[config.mk]
export PLATFORM = sky130hd
export DESIGN_NAME = stkseq_core
export DESIGN_NICKNAME = d
export VERILOG_FILES = /design/src/rtl/stkseq_pkg.sv /design/src/rtl/stkseq_core.sv /design/src/rtl/stkseq_limit_chk.sv
export SDC_FILE = /design/constraint.sdc
export NUM_CORES = 1
export LEC_CHECK = 0
export ABC_AREA = 1
export BUFFER_PORTS_ARGS = -buffer_cell sky130_fd_sc_hd__buf_2
export CAP_MARGIN = 10
export CORE_MARGIN = 2
export CORE_UTILIZATION = 40
export DETAILED_ROUTE_END_ITERATION = 6
export PLACE_DENSITY_LB_ADDON = 0.08
export RECOVER_POWER = 25
export SLEW_MARGIN = 20
export SYNTH_ARGS = -nofsm -noshare
export SYNTH_HDL_FRONTEND = slang
export SYNTH_HIERARCHICAL = 1
export SYNTH_SLANG_ARGS = --single-unit
[constraint.sdc]
create_clock -name clock -period 13.8 [get_ports clock]
set_input_delay 1.38 -clock clock [delete_from_list [all_inputs] [get_ports clock]]
set_output_delay 1.38 -clock clock [all_outputs]
set_load 0.05 [all_outputs]
[src/rtl/stkseq_pkg.sv]
// Purpose: Shared constants and types for the stack push/pop sequencer
// Assumes: 32-bit stack pointer, byte-addressed stack segment
// Notes: Variant selects legacy narrow access or operand-sized access
package stkseq_pkg;
    localparam logic [31:0] STKSEQ_SP_WRAP16 = 32'h0000_ffff;
    localparam logic [31:0] STKSEQ_SP_POP32_WRAP = 32'h0000_fffc;
    localparam logic [31:0] STKSEQ_SP_POP16_WRAP = 32'h0000_fffe;
    localparam logic [31:0] STKSEQ_SEG64K_OFS = 32'h0001_0000;
    localparam logic [31:0] STKSEQ_SEG64K_LIMIT = 32'h0000_ffff;
    localparam logic [31:0] STKSEQ_ZERO = 32'h0000_0000;
    localparam logic [3:0] STKSEQ_SZ2 = 4'h2;
    localparam logic [3:0] STKSEQ_SZ4 = 4'h4;
    localparam logic [15:0] STKSEQ_HI_ZERO = 16'h0000;

    typedef enum logic [2:0] {
        STKSEQ_OP_SEL_PUSH = 3'h0,
        STKSEQ_OP_SEL_POP = 3'h1,
        STKSEQ_OP_POP_MEM = 3'h2,
        STKSEQ_OP_ERR_PUSH = 3'h3,
        STKSEQ_OP_FAR_CALL = 3'h4
    } stkseq_op_t;

    // One request from instruction and exception control
    typedef struct packed {
        stkseq_op_t op;
        logic opsz32;
        logic stack32;
        logic real_mode;
        logic [31:0] ea_extra;
        logic [31:0] data0;
        logic [31:0] data1;
    } stkseq_req_t;

    // One memory access toward the memory side
    typedef struct packed {
        logic write;
        logic [31:0] addr;
        logic [3:0] size;
        logic [31:0] wdata;
    } stkseq_mem_t;

    typedef enum logic [4:0] {
        STKSEQ_IDLE = 5'h01,
        STKSEQ_BRCHK = 5'h02,
        STKSEQ_ACC0 = 5'h04,
        STKSEQ_ACC1 = 5'h08,
        STKSEQ_DONE = 5'h10
    } stkseq_state_t;
endpackage

[src/rtl/stkseq_core.sv]
// Purpose: Sequences stack pointer moves and stack accesses
// Assumes: Memory side answers each access with mem_done
// Notes: OPSZ_VARIANT 0 narrow legacy, 1 operand sized
`timescale 1ns/100ps
`default_nettype none
module stkseq_core
    import stkseq_pkg::*;
#(
    parameter bit OPSZ_VARIANT = 1'b1,
    parameter bit BRANCH_FIRST = 1'b1
)(
    // Clock and reset
    input wire logic clock,
    input wire logic rst,
    // Request from instruction control
    input wire logic req_valid,
    input wire stkseq_req_t req,
    output logic req_ready,
    // Stack pointer
    input wire logic [31:0] sp_in,
    input wire logic [31:0] seg_limit,
    output logic [31:0] stack_pointer,
    // Branch check from segment logic
    input wire logic br_chk_done,
    input wire logic br_limit_viol,
    input wire logic br_rights_viol,
    // Memory side
    output logic mem_valid,
    output stkseq_mem_t mem_req,
    input wire logic mem_done,
    input wire logic [31:0] mem_rdata,
    input wire logic page_bad_hi,
    // Results
    output logic done,
    output logic stack_fault,
    output logic branch_fault,
    output logic [31:0] pop_data
);
    stkseq_state_t st_r, st_nxt;
    stkseq_req_t req_r;
    logic [31:0] sp_r, sp_start_r, pop_r;
    logic br_ok_r, br_seen_r, fault_r, bfault_r;

    wire logic [3:0] opsz;
    wire logic [31:0] opsz_w;
    wire logic is_push, is_pop, is_call;
    wire logic [3:0] acc_size;
    wire logic [31:0] acc_addr, push_sp, wdata;
    wire logic wrap_case, lim_fault, lim_hi;
    wire logic br_fault_now;
    assign opsz = (req_r.opsz32 || (req_r.op == STKSEQ_OP_ERR_PUSH && req_r.stack32))
        ? STKSEQ_SZ4 : STKSEQ_SZ2;
    assign opsz_w = {28'h0, opsz};
    assign is_call = (req_r.op == STKSEQ_OP_FAR_CALL);
    assign is_push = (req_r.op == STKSEQ_OP_SEL_PUSH) || (req_r.op == STKSEQ_OP_ERR_PUSH) || is_call;
    assign is_pop = !is_push;
    assign push_sp = sp_r - opsz_w;
    // Access width per variant; only selector and error accesses are narrowed
    assign acc_size = (is_call || req_r.op == STKSEQ_OP_POP_MEM) ? opsz
        : (OPSZ_VARIANT ? opsz : STKSEQ_SZ2);
    // Pop to memory wrap on a 16-bit stack
    assign wrap_case = (req_r.op == STKSEQ_OP_POP_MEM) && !req_r.stack32 &&
        (sp_r == (req_r.opsz32 ? STKSEQ_SP_POP32_WRAP : STKSEQ_SP_POP16_WRAP));
    // Address: push uses lowered pointer, pop current, second memory step of pop-mem
    assign acc_addr = (st_r == STKSEQ_ACC1 && req_r.op == STKSEQ_OP_POP_MEM)
        ? (wrap_case ? (OPSZ_VARIANT ? STKSEQ_SEG64K_OFS : STKSEQ_ZERO) + req_r.ea_extra
                     : sp_r + opsz_w + req_r.ea_extra)
        : (is_push ? push_sp : sp_r);
    assign wdata = (st_r == STKSEQ_ACC1 && req_r.op == STKSEQ_OP_POP_MEM) ? pop_r
        : (st_r == STKSEQ_ACC1) ? req_r.data1
        : {STKSEQ_HI_ZERO, req_r.data0[15:0]} | (is_call ? {req_r.data0[31:16], 16'h0} : 32'h0);
    assign br_fault_now = br_chk_done && (br_limit_viol || br_rights_viol);

    stkseq_limit_chk u_lim (
        .addr(acc_addr),
        .size(acc_size),
        .limit(seg_limit),
        .page_bad_hi(page_bad_hi),
        .fault_any(lim_fault),
        .fault_hi(lim_hi)
    );

    wire logic acc_phase;
    wire logic wrap_fault;
    wire logic acc_fault;
    assign acc_phase = (st_r == STKSEQ_ACC0) || (st_r == STKSEQ_ACC1);
    // Wide variant faults on a wrap pop in real mode or 64K segment
    assign wrap_fault = OPSZ_VARIANT && wrap_case && (st_r == STKSEQ_ACC1) &&
        (req_r.real_mode || seg_limit <= STKSEQ_SEG64K_LIMIT);
    // Narrow variant drops the whole fault when the upper half faults, as on a four-byte pop-mem access
    assign acc_fault = acc_phase && !is_call && (OPSZ_VARIANT ? lim_fault : (lim_fault && !lim_hi));

    assign req_ready = (st_r == STKSEQ_IDLE);
    assign mem_valid = acc_phase && !acc_fault && !wrap_fault &&
        !(st_r == STKSEQ_ACC1 && req_r.op != STKSEQ_OP_POP_MEM && !is_call);
    assign mem_req.write = is_push || (st_r == STKSEQ_ACC1);
    assign mem_req.addr = acc_addr;
    assign mem_req.size = acc_size;
    assign mem_req.wdata = wdata;
    assign stack_pointer = sp_r;
    assign done = (st_r == STKSEQ_DONE);
    assign stack_fault = fault_r;
    assign branch_fault = bfault_r;
    assign pop_data = pop_r;

    always_comb begin
        st_nxt = st_r;
        case (st_r)
            STKSEQ_IDLE: begin
                if (req_valid) begin
                    st_nxt = (req.op == STKSEQ_OP_FAR_CALL && BRANCH_FIRST) ? STKSEQ_BRCHK : STKSEQ_ACC0;
                end
            end
            STKSEQ_BRCHK: begin
                if (br_chk_done) begin
                    st_nxt = br_fault_now ? STKSEQ_DONE : STKSEQ_ACC0;
                end
            end
            STKSEQ_ACC0: begin
                if (acc_fault || br_fault_now && is_call && !BRANCH_FIRST) begin
                    st_nxt = STKSEQ_DONE;
                end else if (mem_done) begin
                    st_nxt = (is_call || req_r.op == STKSEQ_OP_POP_MEM) ? STKSEQ_ACC1 : STKSEQ_DONE;
                end
            end
            STKSEQ_ACC1: begin
                if (acc_fault || wrap_fault || (br_fault_now && is_call && !BRANCH_FIRST)) begin
                    st_nxt = STKSEQ_DONE;
                end else if (mem_done) begin
                    st_nxt = (is_call && !BRANCH_FIRST && !br_ok_r) ? STKSEQ_BRCHK : STKSEQ_DONE;
                end
            end
            STKSEQ_DONE: st_nxt = STKSEQ_IDLE;
            default: st_nxt = STKSEQ_IDLE;
        endcase
    end

    always_ff @(posedge clock or posedge rst) begin
        if (rst) begin
            st_r <= STKSEQ_IDLE;
            req_r <= '0;
            sp_r <= STKSEQ_ZERO;
            sp_start_r <= STKSEQ_ZERO;
            pop_r <= STKSEQ_ZERO;
            br_ok_r <= 1'b0;
            br_seen_r <= 1'b0;
            fault_r <= 1'b0;
            bfault_r <= 1'b0;
        end else begin
            st_r <= st_nxt;
            if (st_r == STKSEQ_IDLE && req_valid) begin
                req_r <= req;
                sp_r <= sp_in;
                sp_start_r <= sp_in;
                br_ok_r <= 1'b0;
                br_seen_r <= 1'b0;
                fault_r <= 1'b0;
                bfault_r <= 1'b0;
            end
            if (br_chk_done && (st_r != STKSEQ_IDLE) && is_call && !br_seen_r) begin
                br_seen_r <= 1'b1;
                br_ok_r <= !br_fault_now;
            end
            if (acc_fault || wrap_fault) begin
                fault_r <= 1'b1;
                sp_r <= sp_start_r;
            end else if (is_call && br_fault_now && st_r != STKSEQ_IDLE && st_r != STKSEQ_DONE) begin
                bfault_r <= 1'b1;
                sp_r <= sp_start_r;
            end else if (acc_phase && mem_done && mem_valid) begin
                if (is_push) begin
                    sp_r <= push_sp;
                end else if (st_r == STKSEQ_ACC0) begin
                    pop_r <= (acc_size == STKSEQ_SZ2) ? {16'h0, mem_rdata[15:0]} : mem_rdata;
                    if (req_r.op != STKSEQ_OP_POP_MEM) begin
                        sp_r <= req_r.stack32 ? sp_r + opsz_w
                            : {16'h0, sp_r[15:0] + opsz_w[15:0]};
                    end
                end else begin
                    sp_r <= req_r.stack32 ? sp_r + opsz_w : {16'h0, sp_r[15:0] + opsz_w[15:0]};
                end
            end
        end
    end

    // Assertions
    AST_POP_NARROW: assert property (@(posedge clock) disable iff (rst)
        (mem_valid && req_r.op == STKSEQ_OP_SEL_POP && !OPSZ_VARIANT) |-> mem_req.size == STKSEQ_SZ2)
        else $error("narrow pop not two bytes");
    AST_PUSH_SIZE: assert property (@(posedge clock) disable iff (rst)
        (mem_valid && req_r.op == STKSEQ_OP_SEL_PUSH) |-> mem_req.size == (OPSZ_VARIANT ? opsz : STKSEQ_SZ2))
        else $error("selector push size wrong");
    AST_PUSH_HI_ZERO: assert property (@(posedge clock) disable iff (rst)
        (mem_valid && req_r.op != STKSEQ_OP_FAR_CALL && is_push) |-> mem_req.wdata[31:16] == 16'h0)
        else $error("push high half not zero");
    AST_PUSH_SP: assert property (@(posedge clock) disable iff (rst)
        (mem_valid && mem_done && is_push && st_r == STKSEQ_ACC0 && !acc_fault && !br_fault_now)
        |=> sp_r == $past(sp_r) - $past(opsz_w))
        else $error("push did not lower pointer by operand size");
    AST_ERR_SP4: assert property (@(posedge clock) disable iff (rst)
        (mem_valid && req_r.op == STKSEQ_OP_ERR_PUSH && req_r.stack32) |-> mem_req.addr == sp_r - 32'h4)
        else $error("error push pointer not minus four");
    AST_NARROW_NO_HI: assert property (@(posedge clock) disable iff (rst)
        (!OPSZ_VARIANT && acc_phase && lim_hi && !lim_fault) |-> !acc_fault)
        else $error("narrow faulted on upper bytes");
    AST_BR_RESTORE: assert property (@(posedge clock) disable iff (rst)
        (is_call && br_fault_now && acc_phase) |=> sp_r == sp_start_r && bfault_r)
        else $error("pointer not restored on branch fault");
    AST_BR_FIRST: assert property (@(posedge clock) disable iff (rst)
        (BRANCH_FIRST && is_call && mem_valid) |-> br_ok_r)
        else $error("push before branch check");
    AST_WRAP_NARROW: assert property (@(posedge clock) disable iff (rst)
        (!OPSZ_VARIANT && wrap_case && st_r == STKSEQ_ACC1 && mem_valid) |-> mem_req.addr == req_r.ea_extra)
        else $error("wrap pop address wrong");
    AST_BR_CLASS: assert property (@(posedge clock) disable iff (rst)
        (br_chk_done && br_limit_viol && is_call && st_r == STKSEQ_BRCHK) |=> bfault_r)
        else $error("branch fault not flagged");

    // Width, address, pointer, fault, branch-order and handshake checks
    AST_POP_WIDE_SIZE: assert property (@(posedge clock) disable iff (rst)
        (OPSZ_VARIANT && mem_valid && req_r.op == STKSEQ_OP_SEL_POP) |-> mem_req.size == opsz)
        else $error("wide pop not operand sized");
    AST_POP_SP_STEP: assert property (@(posedge clock) disable iff (rst)
        (mem_valid && mem_done && req_r.op == STKSEQ_OP_SEL_POP && req_r.stack32)
        |=> sp_r == $past(sp_r) + $past(opsz_w))
        else $error("pop did not raise pointer by operand size");
    AST_SEL_PUSH_ADDR: assert property (@(posedge clock) disable iff (rst)
        (mem_valid && req_r.op == STKSEQ_OP_SEL_PUSH) |-> mem_req.addr == sp_r - opsz_w)
        else $error("selector push address wrong");
    AST_ERR_FULL: assert property (@(posedge clock) disable iff (rst)
        (OPSZ_VARIANT && mem_valid && req_r.op == STKSEQ_OP_ERR_PUSH && req_r.stack32)
        |-> mem_req.size == STKSEQ_SZ4)
        else $error("full error code not four bytes");
    AST_ERR_LEGACY: assert property (@(posedge clock) disable iff (rst)
        (!OPSZ_VARIANT && mem_valid && req_r.op == STKSEQ_OP_ERR_PUSH) |-> mem_req.size == STKSEQ_SZ2)
        else $error("legacy error code not two bytes");
    AST_WIDE_HI_FAULT: assert property (@(posedge clock) disable iff (rst)
        (OPSZ_VARIANT && acc_phase && !is_call && lim_hi) |-> !mem_valid)
        else $error("wide access ran past limit on upper bytes");
    AST_FAULT_RESTORE: assert property (@(posedge clock) disable iff (rst)
        (acc_phase && acc_fault) |=> sp_r == sp_start_r && fault_r)
        else $error("pointer not restored on stack fault");
    AST_WRAP_WIDE: assert property (@(posedge clock) disable iff (rst)
        (OPSZ_VARIANT && wrap_case && st_r == STKSEQ_ACC1 && mem_valid)
        |-> mem_req.addr == STKSEQ_SEG64K_OFS + req_r.ea_extra)
        else $error("wide wrap pop address wrong");
    AST_WRAP_FAULT: assert property (@(posedge clock) disable iff (rst)
        (OPSZ_VARIANT && wrap_case && st_r == STKSEQ_ACC1 &&
        (req_r.real_mode || seg_limit <= STKSEQ_SEG64K_LIMIT)) |-> !mem_valid)
        else $error("wide wrap pop wrote instead of faulting");
    AST_WRAP_SP: assert property (@(posedge clock) disable iff (rst)
        (wrap_case && st_r == STKSEQ_ACC1 && mem_valid && mem_done) |=> sp_r == STKSEQ_ZERO)
        else $error("wrap pop pointer not zero");
    AST_CALL_DATA: assert property (@(posedge clock) disable iff (rst)
        (is_call && mem_valid && st_r == STKSEQ_ACC0) |-> mem_req.wdata == req_r.data0)
        else $error("far call first push data wrong");
    AST_PUSH_FIRST: assert property (@(posedge clock) disable iff (rst)
        (!BRANCH_FIRST && is_call && st_r == STKSEQ_ACC0) |-> mem_valid)
        else $error("push-first call did not push");
    AST_BRCHK_NOMEM: assert property (@(posedge clock) disable iff (rst)
        (st_r == STKSEQ_BRCHK) |-> !mem_valid)
        else $error("access during branch check");
    AST_BR_RIGHTS: assert property (@(posedge clock) disable iff (rst)
        (br_chk_done && br_rights_viol && is_call && st_r == STKSEQ_BRCHK) |=> bfault_r)
        else $error("rights fault not flagged");
    AST_READY_IDLE: assert property (@(posedge clock) disable iff (rst)
        req_ready |-> !mem_valid)
        else $error("access while idle");
    AST_DONE_ONE: assert property (@(posedge clock) disable iff (rst)
        done |=> !done)
        else $error("done held too long");

    COV_CALL: cover property (@(posedge clock) disable iff (rst) is_call && done && !bfault_r);
    COV_PUSH: cover property (@(posedge clock) disable iff (rst) mem_valid && mem_done && is_push);
    COV_WRAP: cover property (@(posedge clock) disable iff (rst) wrap_case && st_r == STKSEQ_ACC1);
    COV_BRF: cover property (@(posedge clock) disable iff (rst) bfault_r && done);
    COV_SF: cover property (@(posedge clock) disable iff (rst) fault_r && done);
endmodule
`default_nettype wire

[src/rtl/stkseq_limit_chk.sv]
// Purpose: Checks whether an access runs past the segment limit
// Assumes: Limit is the highest valid offset
// Notes: Flags also a fault on the upper half of a wide access
`timescale 1ns/100ps
`default_nettype none
module stkseq_limit_chk
    import stkseq_pkg::*;
(
    // Access
    input wire logic [31:0] addr,
    input wire logic [3:0] size,
    input wire logic [31:0] limit,
    input wire logic page_bad_hi,
    // Result
    output logic fault_any,
    output logic fault_hi
);
    wire logic [32:0] last_byte;
    wire logic [32:0] third_byte;
    wire logic wide;
    assign wide = (size == STKSEQ_SZ4);
    assign last_byte = {1'b0, addr} + {29'h0, size} - 33'h1;
    assign third_byte = {1'b0, addr} + {29'h0, STKSEQ_SZ2};
    assign fault_hi = wide && ((third_byte > {1'b0, limit}) || page_bad_hi);
    assign fault_any = ({1'b0, addr} > {1'b0, limit}) || (last_byte > {1'b0, limit}) || fault_hi;
endmodule
`default_nettype wire

==> results.md <==
- Worst rel slew slack: -3.19
- Worst stage delay on the critical path: 740 ps
- Vias in the first global route: 20,800
- Global Route Usage Sum: 0.308
- Failing checks: max-capacitance violations, max-slew violations
- Cts-stage hold buffer count: 0
- # DRC: 0
- FILL cells: 5,302
- Post-layout minimum cycle time: 11,640 ps
- Mapped Cells: 3,040
- Cell row count: 81
- Area of the multi-input gates: 12,800 um^2
- IO buf count: 341
- Clk sinks: 205
- Critical Path End Type: primary output
- CTS tree: built
- Storage cell area: 5130 um^2
- Vias per inst: 5.30
- Syn Area/Cell: 6.55 um^2
- Largest net degree at the start of global routing: 136
- Slew of the pin with the lowest slew margin: 6250 ps
- Fin crit share: 0.844
- CP most frequent cell: nand2_1
- Number of setup buffers added after CTS: 0
- DR pass1 iterations: 7
- Clock Latency Late Sink: 570 ps
- Worst EP arrival: 10,260 ps
- Layout cell share with drive strength beyond 1: 0.143
- Synth Warn #: 6
- Die W: 227 um
- Syn-to-layout area delta: 15.7%
- # setup viols final: 0
- RSZ-0062 raised after global routing: false
- Clk slew on worst S/H paths: 60 ps
- Number of hold violations in the final report: 0
- GP Congestion: 0.967
- Most common cell after layout, fill and taps aside: nand2_1
- Final Skew: 17.2 ps
- Fin Setup TNS: 0 ps
- Critical path peak fanout: 20
- Core area: 49,100 um^2
- Max Freq: 85.9 MHz
- Most frequent cells in the layout: 933 x nand2_1, 369 x inv_1, 341 x buf_2
- Htree depth: 1
- Max clock buf depth: 3
- Initial antenna violation count: 6
- Dpl hpwl: 64,100 um
- Final net count: 3,744
- Post-CTS resize count: 0
- Vias after detailed routing: 21,300
- Total CTS buffers: 26
- Cell area after synthesis: 19,900 um^2
- Boundary Pins: 344
- Gr ovfl total: 0
- Setup CP Type: register to primary output
- Req. time, crit path: 12,420 ps
- Starting density of the core: 0.406
- Hold/Removal Path Class: register to register
- R2R Setup Slk: 2810 ps
- Final Max Slew Viols: 177
- Outcome: finished, violations left
- Die Y-Extent: 227 um
- Fin Hold WS: 471 ps
- Setup crit start kind: register
- Post-Route WL: 79,500 um
- Detail Route Antenna Nets: 0
- 1st-iter DRT viols: 1,601
- Die area: 51,600 um^2
- # Max-Cap Violations: 2
- Slowest CP cell: a2bb2oi_1
- Post-DR wirelength/cell: 19.8 um
- First-pass GRT wire length: 123,000 um
- Clock root buffer master: clkbuf_16
-- routing by layer --
layer	global-route usage	vias to the layer above	share of wire
li1	-	10500	-
met1	0.422	10000	0.46
met2	0.506	652	0.45
met3	0.0462	125	0.061
met4	0.0856	6	0.030
met5	0	-	0.00048
-- critical path: cells and delay by family (launching register included) --
kind	cells	cell delay, ps
AND/OR/NAND/NOR	26	4040
adder cells (fa/ha/maj)	5	1700
AO/OA/AOI/OAI	5	1600
buffers and inverters	9	1400
XOR/XNOR	2	520
flip-flops	1	440
-- registers in the layout, indices dropped and copies added (netlist names) --
signal / count
req_r: 102
st_r: 5
branch_fault: 1
stack_pointer: 32
pop_data: 32
sp_start_r: 32
stack_fault: 1
-- cell type report --
type,count,share of cell area
inverters,394,0.0649
well taps,664,0.0361
multi-input cells,2346,0.557
clock buffers,38,0.0333
clock inverters,8,0.00326
repair buffers,366,0.0821
diodes,2,0.000217
flip-flops and latches,205,0.223
-- worst paths after layout --
path,end,start,depth (start not counted)
max,mem_valid,req_r[100]$_DFFE_PP0P_,47
min,req_r[2]$_DFFE_PP0P_,req_r[2]$_DFFE_PP0P_,2
max reg2reg,stack_pointer[12]$_DFF_PP0_,req_r[100]$_DFFE_PP0P_,49
min reg2reg,req_r[2]$_DFFE_PP0P_,req_r[2]$_DFFE_PP0P_,2
max in group asynchronous,req_r[70]$_DFFE_PP0P_,rst,3
min in group asynchronous,pop_data[1]$_DFFE_PP0P_,rst,2
-- stage by stage --
stage | util | cell area [um^2] | setup slack (ps) | std cells
final | 0.469 | 23000 | 2160 | 4023
after detailed placement | 0.453 | 22200 | 2940 | 3975
after global routing | 0.469 | 23000 | 1500 | 4021
after floorplan | - | 19900 | 3230 | 3045
after global placement | 0.453 | 22200 | 2990 | 3975
after CTS | 0.470 | 23000 | 2320 | 4021
Power is not shown: default switching activity piles up to over one toggle a cycle in this logic, so the estimate is an artifact.
